**src/include/wls_pkg.sv**
```systemverilog
/*
 * shared constants and types for the wake level / gpio status register bank.
 * assumes a 7-bit register address from the spi frame decoder and 8-bit data.
 */
package wls_pkg;

  // ****************************************
  // register addresses
  // ****************************************
  localparam logic [6:0] WLS_ADDR_WAKE_SRC_1 = 7'h47;
  localparam logic [6:0] WLS_ADDR_INPUT_LVL = 7'h48;
  localparam logic [6:0] WLS_ADDR_SW_OVERCUR = 7'h54;
  localparam logic [6:0] WLS_ADDR_SW_OPEN_LOAD = 7'h55;

  // ****************************************
  // field positions
  // ****************************************
  localparam int WLS_BIT_GPIO_WAKE = 4;
  localparam int WLS_BIT_DEV_MODE = 7;
  localparam int WLS_BIT_INT_PULLUP = 6;
  localparam int WLS_BIT_PIN_LEVEL = 4;
  localparam int WLS_BIT_WAKE_LVL = 0;
  localparam int WLS_BIT_OC = 6;
  localparam int WLS_BIT_OL = 6;

  // ****************************************
  // reset values
  // ****************************************
  localparam logic [7:0] WLS_RST_STATUS = 8'h00;
  localparam logic WLS_RST_LEVEL = 1'b0;

  // ****************************************
  // types
  // ****************************************
  typedef enum logic [2:0] {
    WLS_MODE_NORMAL, WLS_MODE_STOP, WLS_MODE_INIT, WLS_MODE_RESTART,
    WLS_MODE_SLEEP, WLS_MODE_FAILSAFE
  } wls_mode_type;

  typedef enum logic [2:0] {
    WLS_GPIO_OFF, WLS_GPIO_FAIL_OUT, WLS_GPIO_WAKE_IN, WLS_GPIO_LOW_SIDE,
    WLS_GPIO_HIGH_SIDE
  } wls_gpio_cfg_type;

endpackage : wls_pkg

```
**src/include/wls_lvl_if.sv**
```systemverilog
/*
 * carrier between the top and the level sampler.
 * assumes one clock domain; the top drives the controls, the sampler the levels.
 */
`timescale 1ns/10ps
interface wls_lvl_if;
  import wls_pkg::*;
  logic wake_pin;
  logic gpio_pin;
  logic wake_sample;
  logic gpio_sample;
  logic wake_en;
  logic gpio_en;
  logic hv_meas;
  logic wake_input_level;
  logic general_pin_level;
  modport ctrl (
    output wake_pin, gpio_pin, wake_sample, gpio_sample, wake_en, gpio_en, hv_meas,
    input wake_input_level, general_pin_level
  );
  modport lvl (
    input wake_pin, gpio_pin, wake_sample, gpio_sample, wake_en, gpio_en, hv_meas,
    output wake_input_level, general_pin_level
  );
endinterface : wls_lvl_if

```
**src/verilog/wls_level_sampler.sv**
```systemverilog
/*
 * level holder for the wake input and general pin level bits.
 * assumes the top has already folded mode, cyclic sense and config into the strobes.
 */
`timescale 1ns/10ps
module wls_level_sampler
  import wls_pkg::*;
(
  // clock and reset
  input wire logic ref_clk_i,
  input wire logic rst_n_i,
  // level port
  wls_lvl_if.lvl lvl
);

  logic wake_lvl_ff;
  logic general_pin_level_ff;
  logic nxt_wake_lvl;
  logic nxt_general_pin_level;

  // measurement forces both to reset, else refresh on strobe
  always_comb begin
    nxt_wake_lvl = wake_lvl_ff;
    nxt_general_pin_level = general_pin_level_ff;
    if (lvl.hv_meas) begin
      nxt_wake_lvl = WLS_RST_LEVEL;
      nxt_general_pin_level = WLS_RST_LEVEL;
    end else begin
      // disabled function keeps the old value
      if (lvl.wake_en && lvl.wake_sample) begin
        nxt_wake_lvl = lvl.wake_pin;
      end
      if (lvl.gpio_en && lvl.gpio_sample) begin
        nxt_general_pin_level = lvl.gpio_pin;
      end
    end
  end

  // level registers
  always_ff @(posedge ref_clk_i or negedge rst_n_i) begin
    if (!rst_n_i) begin
      wake_lvl_ff <= WLS_RST_LEVEL;
      general_pin_level_ff <= WLS_RST_LEVEL;
    end else begin
      wake_lvl_ff <= nxt_wake_lvl;
      general_pin_level_ff <= nxt_general_pin_level;
    end
  end

  assign lvl.wake_input_level = wake_lvl_ff;
  assign lvl.general_pin_level = general_pin_level_ff;

endmodule : wls_level_sampler

```
**src/verilog/wls_status_regs.sv**
```systemverilog
/*
 * wake source, input level, overcurrent and open-load status registers.
 * assumes a spi frame decoder that presents a 7-bit address and a clear strobe
 * for one cycle, all synchronous to ref_clk_i.
 */
// Function
// - set gpio wake flag on gpio wake event in wake input config, hold until cleared
// - reserved bits in all four registers read zero
// - input level bit 7 shows development mode pin state
// - input level bit 6 shows interrupt pin pull-up strap
// - bit 4 gives gpio level, bit 0 wake input level
// - levels refresh in normal, stop, init and restart modes
// - under cyclic sense or wake, the wake level refreshes only after each sample
// - gpio level refreshes only as wake/low-side/high-side without cyclic sense
// - fail output state goes to failure flag, not gpio level bit
// - disabled wake or gpio function leaves its level bit unchanged
// - hv measurement enabled stops refresh and forces both levels to reset
// - overcurrent flag latches in low-side or high-side switch config
// - one overcurrent flag serves whichever switch config is active
// - overcurrent flag survives disable/reconfig; controller clears it
// - open-load flag latches in high-side switch config
// - latched flags never clear by themselves, only by controller or reset
`timescale 1ns/10ps
module wls_status_regs
  import wls_pkg::*;
(
  // clock and reset
  input wire logic ref_clk_i,
  input wire logic rst_n_i,
  // register access from the spi frame decoder
  input wire logic [6:0] reg_addr_i,
  input wire logic reg_clear_i,
  output logic [7:0] reg_rdata_o,
  // device state
  input wire wls_mode_type op_mode_i,
  input wire wls_gpio_cfg_type gpio_cfg_i,
  input wire logic wake_enable_i,
  input wire logic cyclic_active_i,
  input wire logic cyclic_sample_i,
  input wire logic hv_measure_enable_i,
  // pins and straps
  input wire logic hv_wake_input_i,
  input wire logic gpio_pin_i,
  input wire logic development_mode_pin_state_i,
  input wire logic interrupt_pin_pullup_strap_i,
  // events
  input wire logic gpio_wake_event_i,
  input wire logic switch_overcurrent_i,
  input wire logic switch_open_load_i,
  // fail output state towards the device status failure flag
  output logic fail_output_failure_o
);

  // ****************************************
  // decoding helpers
  // ****************************************

  // modes in which the level register is live
  function automatic logic mode_refreshes(input wls_mode_type m);
    mode_refreshes = (m == WLS_MODE_NORMAL) || (m == WLS_MODE_STOP) ||
                     (m == WLS_MODE_INIT) || (m == WLS_MODE_RESTART);
  endfunction : mode_refreshes

  // gpio configurations that own a level bit
  function automatic logic gpio_has_level(input wls_gpio_cfg_type c);
    gpio_has_level = (c == WLS_GPIO_WAKE_IN) || (c == WLS_GPIO_LOW_SIDE) ||
                     (c == WLS_GPIO_HIGH_SIDE);
  endfunction : gpio_has_level

  function automatic logic is_switch(input wls_gpio_cfg_type c);
    is_switch = (c == WLS_GPIO_LOW_SIDE) || (c == WLS_GPIO_HIGH_SIDE);
  endfunction : is_switch

  // ****************************************
  // level path
  // ****************************************
  wls_lvl_if lvl_bus ();

  logic live_mode;
  assign live_mode = mode_refreshes(op_mode_i);

  // cyclic operation replaces continuous refresh by the sample strobe
  assign lvl_bus.wake_pin = hv_wake_input_i;
  assign lvl_bus.gpio_pin = gpio_pin_i;
  assign lvl_bus.wake_sample = cyclic_active_i ? cyclic_sample_i : live_mode;
  // gpio level is never refreshed under cyclic sense
  assign lvl_bus.gpio_sample = live_mode && !cyclic_active_i;
  assign lvl_bus.wake_en = wake_enable_i;
  assign lvl_bus.gpio_en = gpio_has_level(gpio_cfg_i);
  assign lvl_bus.hv_meas = hv_measure_enable_i;

  wls_level_sampler u_level (
    .ref_clk_i(ref_clk_i),
    .rst_n_i(rst_n_i),
    .lvl(lvl_bus.lvl)
  );

  // ****************************************
  // latched flags
  // ****************************************
  logic gpio_wake_ff;
  logic oc_ff;
  logic ol_ff;
  logic fail_out_ff;
  logic nxt_gpio_wake;
  logic nxt_oc;
  logic nxt_ol;
  logic nxt_fail_out;
  logic oc_event;
  logic ol_event;

  // overcurrent counts only for the switch config in use
  assign oc_event = switch_overcurrent_i && is_switch(gpio_cfg_i);
  assign ol_event = switch_open_load_i && (gpio_cfg_i == WLS_GPIO_HIGH_SIDE);

  // explicit clear strobe; a new event in the clearing cycle wins so it is never lost
  always_comb begin
    nxt_gpio_wake = gpio_wake_ff;
    nxt_oc = oc_ff;
    nxt_ol = ol_ff;
    if (reg_clear_i) begin
      unique case (reg_addr_i)
        WLS_ADDR_WAKE_SRC_1: nxt_gpio_wake = 1'b0;
        WLS_ADDR_SW_OVERCUR: nxt_oc = 1'b0;
        WLS_ADDR_SW_OPEN_LOAD: nxt_ol = 1'b0;
        default: ;
      endcase
    end
    if (gpio_wake_event_i && (gpio_cfg_i == WLS_GPIO_WAKE_IN)) begin
      nxt_gpio_wake = 1'b1;
    end
    // no config term on hold: flag survives reconfiguration
    if (oc_event) begin
      nxt_oc = 1'b1;
    end
    if (ol_event) begin
      nxt_ol = 1'b1;
    end
    // fail output level reported outside, not on the gpio level bit
    nxt_fail_out = (gpio_cfg_i == WLS_GPIO_FAIL_OUT) && gpio_pin_i;
  end

  // flag registers
  always_ff @(posedge ref_clk_i or negedge rst_n_i) begin
    if (!rst_n_i) begin
      gpio_wake_ff <= 1'b0;
      oc_ff <= 1'b0;
      ol_ff <= 1'b0;
      fail_out_ff <= 1'b0;
    end else begin
      gpio_wake_ff <= nxt_gpio_wake;
      oc_ff <= nxt_oc;
      ol_ff <= nxt_ol;
      fail_out_ff <= nxt_fail_out;
    end
  end

  assign fail_output_failure_o = fail_out_ff;

  // ****************************************
  // read data
  // ****************************************

  // reserved positions stay at the zero reset pattern
  always_comb begin
    reg_rdata_o = WLS_RST_STATUS;
    unique case (reg_addr_i)
      WLS_ADDR_WAKE_SRC_1: reg_rdata_o[WLS_BIT_GPIO_WAKE] = gpio_wake_ff;
      WLS_ADDR_INPUT_LVL: begin
        reg_rdata_o[WLS_BIT_DEV_MODE] = development_mode_pin_state_i;
        reg_rdata_o[WLS_BIT_INT_PULLUP] = interrupt_pin_pullup_strap_i;
        reg_rdata_o[WLS_BIT_PIN_LEVEL] = lvl_bus.general_pin_level;
        reg_rdata_o[WLS_BIT_WAKE_LVL] = lvl_bus.wake_input_level;
      end
      WLS_ADDR_SW_OVERCUR: reg_rdata_o[WLS_BIT_OC] = oc_ff;
      WLS_ADDR_SW_OPEN_LOAD: reg_rdata_o[WLS_BIT_OL] = ol_ff;
      default: ;
    endcase
  end

endmodule : wls_status_regs

```
**config.mk**
```make
export PLATFORM = sky130hd
export DESIGN_NAME = wls_status_regs
export DESIGN_NICKNAME = d
export VERILOG_FILES = /design/src/include/wls_pkg.sv /design/src/include/wls_lvl_if.sv /design/src/verilog/wls_level_sampler.sv /design/src/verilog/wls_status_regs.sv
export SDC_FILE = /design/constraint.sdc
export NUM_CORES = 1
export LEC_CHECK = 0
export ABC_AREA = 1
export BUFFER_PORTS_ARGS = -buffer_cell sky130_fd_sc_hd__buf_4
export CAP_MARGIN = 30
export CORE_AREA = 2 2 39 41
export CTS_BUF_LIST = sky130_fd_sc_hd__clkbuf_16
export CTS_CLUSTER_SIZE = 10
export DETAILED_ROUTE_END_ITERATION = 12
export DIE_AREA = 0 0 41 43
export GPL_TIMING_DRIVEN = 0
export PLACE_DENSITY = 0.74
export SYNTH_ARGS = -nofsm -noshare
export SYNTH_HDL_FRONTEND = slang
export SYNTH_HIERARCHICAL = 1
export SYNTH_SLANG_ARGS = --single-unit
```
**constraint.sdc**
```tcl
create_clock -name ref_clk_i -period 0.8 [get_ports ref_clk_i]
set_input_delay 0.16 -clock ref_clk_i [delete_from_list [all_inputs] [get_ports ref_clk_i]]
set_output_delay 0.16 -clock ref_clk_i [all_outputs]
set_load 0.01 [all_outputs]
```
==> results.cfg <==
[timing]
finalHoldViolations = 0
fin_tns_setup_ps = -898
finalMaxSlewViolations = 0
setup_viol = 5
worst_slack_ps = -261
grt_setup_unrepaired = true
period_minus_slack_ps = 1060
fmax_mhz = 943
period_share_pct = 133
fin_skew_ps = 0

[setup_path]
cp_data_required_time_ps = 640
path_max_fanout = 2
crit_type = flip-flop to output pin
path_buf_inv = 1
worst_path_max_delay_cell = dfrtp_1
critPathLaunchType = flip-flop
worstPathCellList = nand3_2, nand3_2, buf_6
cpPeakStageDelay_ps = 380
crit_path_frequent_cell = nand3_2
cp_top_family = flip-flops
cp_data_arrival_time_ps = 900
end_kind = output pin

[synth]
netlist_instances = 80
netlist_area_sq_um = 490
ys_warn_count = 6
ys_types = 15
synth_seq_cells = 6
synth.avg_cell_area_sq_um = 6.13
seq_area_frac_synth_pct = 30.6

[placement]
dp_cells = 128
hpwl_microns = 952
io_buffers = 29
place_ws_ps = -213
finalWeightedCongestion = 0.647

[global_routing]
grt_overflow = 0
antenna_found_initial = 0
track_usage_pct = 15.5
grt_max_degree = 7
grt_pass1_wl_microns = 1880
first_global_vias = 542

[power]
power.internal_mw = 1.13
vdd_drop_max_mv = 1.32
power_leakage_nw = 0.517
powerDensity_nw_per_um2 = 1540
pwr-share-seq_pct = 23.7
p_sw_mw = 0.305
power.share.clock_pct = 56.0
sw_frac_of_total_pct = 21.2
power_frac_comb_pct = 20.3

[clocking]
clk_pin_slew_ps = 30
cts_tree = yes
numCtsBuffers = 3
root_buffer = clkbuf_16
clk_path_buf_depth = 2
clock-sinks = 6
clk_latency_ps = 230
htreeDepth = 1

[layout]
area_delta_synth_final_pct = 90.8
drive_above_1_share_pct = 52.9
stdcell_count = 137
final_common_cell = buf_4
num_antenna_cells = 0
final_cell_mix = buf_4 (31), nand2_1 (21), nand3_1 (8)
nets = 150
finish.utilization_pct = 67.6

[die]
core_sq_um = 1380
pin_count = 36
die_w_microns = 41
start_util_pct = 35.4
die-area_sq_um = 1760
rows = 14
die_h_microns = 43

[routing]
routedWlPerCell_microns = 9.32
drc = 0
dr.first_iter.drc_count = 2
dr_total_vias = 601
final_antenna_net_count = 0
drt_first_pass_iters = 2
via_per_inst = 4.39
wl_microns = 1280

[run_status]
violations = setup timing
status = finished with violations

[job]
maxCapViolCount = 0

[hold_path]
hold_path_class = primary input to flip-flop
metal layers:
layer  up-vias  wire, microns  global-route usage [%]
met1       256            459                    16.1
met3         2             99                    1.57
li1        318              -                       -
met5         -              0                       0
met2        25            712                    26.9
met4         0              5                    10.0
state kept, by name (all words and copies together), names as in the netlist:
| signal | count |
|---|---|
| fail_output_failure_o | 1 |
| gpio_wake_ff | 1 |
| ol_ff | 1 |
| u_level/lvl.wake_input_level | 1 |
| u_level/lvl.general_pin_level | 1 |
| oc_ff | 1 |
worst reg2reg max path, stage by stage, from the launching register on:
cell,delay (ps)
dfrtp_1,380
buf_4,140
nand3_2,60
nand2_1,50
power groups by stage:
stage,sequential (mW),clock [mW],combinational (mW)
2_1_floorplan,0.340,0,0.106
3_3_place_gp,0.341,0,0.225
3_5_place_dp,0.343,0,0.232
4_1_cts,0.339,0.819,0.272
5_1_grt,0.342,0.833,0.326
6_report,0.341,0.805,0.292
final timing paths:
path,cells past startpoint,end,slack [ps],from
worst max-delay path,3,reg_rdata_o[6],-260,ol_ff
worst min-delay path,2,fail_output_failure_o,100,gpio_cfg_i[2]
worst max register to register,3,u_level/lvl.wake_input_level,50,u_level/lvl.wake_input_level
worst min register to register,2,ol_ff,490,ol_ff
max in group asynchronous,2,u_level/lvl.wake_input_level,410,rst_n_i
min in group asynchronous,2,u_level/lvl.general_pin_level,280,rst_n_i
cells in the mapped netlist:
cell,n,area (sq um)
buf_4,4,30.0
conb_1,1,3.75
dfrtp_1,6,150
inv_1,12,45.0
inv_2,2,7.51
nand2_1,25,93.8
nand2_2,1,6.26
nand3_1,12,60.1
nor2_1,9,33.8
nor2_2,1,6.26
nor2_4,2,22.5
nor3_1,1,5.00
nor3_2,1,10.0
o21ai_0,2,10.0
or2_1,1,6.26
per-stage QoR:
step | hold WS (ps) | power, mW | cell area, sq um
5_1_grt | 111 | 1.50 | 936
6_report | 103 | 1.44 | 936
4_1_cts | 103 | 1.43 | 883
3_5_place_dp | -28.5 | 0.575 | 739
2_1_floorplan | -136 | 0.446 | 502
3_3_place_gp | -31.5 | 0.567 | 739
kinds of logic after synthesis:
group           after synthesis  share of synthesized area (%)
other cells                   1                          0.765
simple gates                 53                           49.7
buf+inv                      18                           16.8
compound gates                2                           2.04
flops                         6                           30.6
repair_timing:
item                                    CTS  global route
hold endpoints to repair                  6             0
hold buffers                              1             0
pin swaps                                 9             8
buffers inserted                          3             2
endpoints found under the setup margin    5             7
cloned                                    0             0
gates resized for setup                  13            12
final cells by class:
cell class	count	area, sq um
Fill cell	148	448
Multi-Input combinational cell	59	314
Timing Repair Buffer	35	292
Sequential cell	6	150
Clock buffer	3	75.1
Inverter	14	55.1
Buffer	4	30.0
Tap cell	16	20.0
Power figures use the tool's default switching activity.
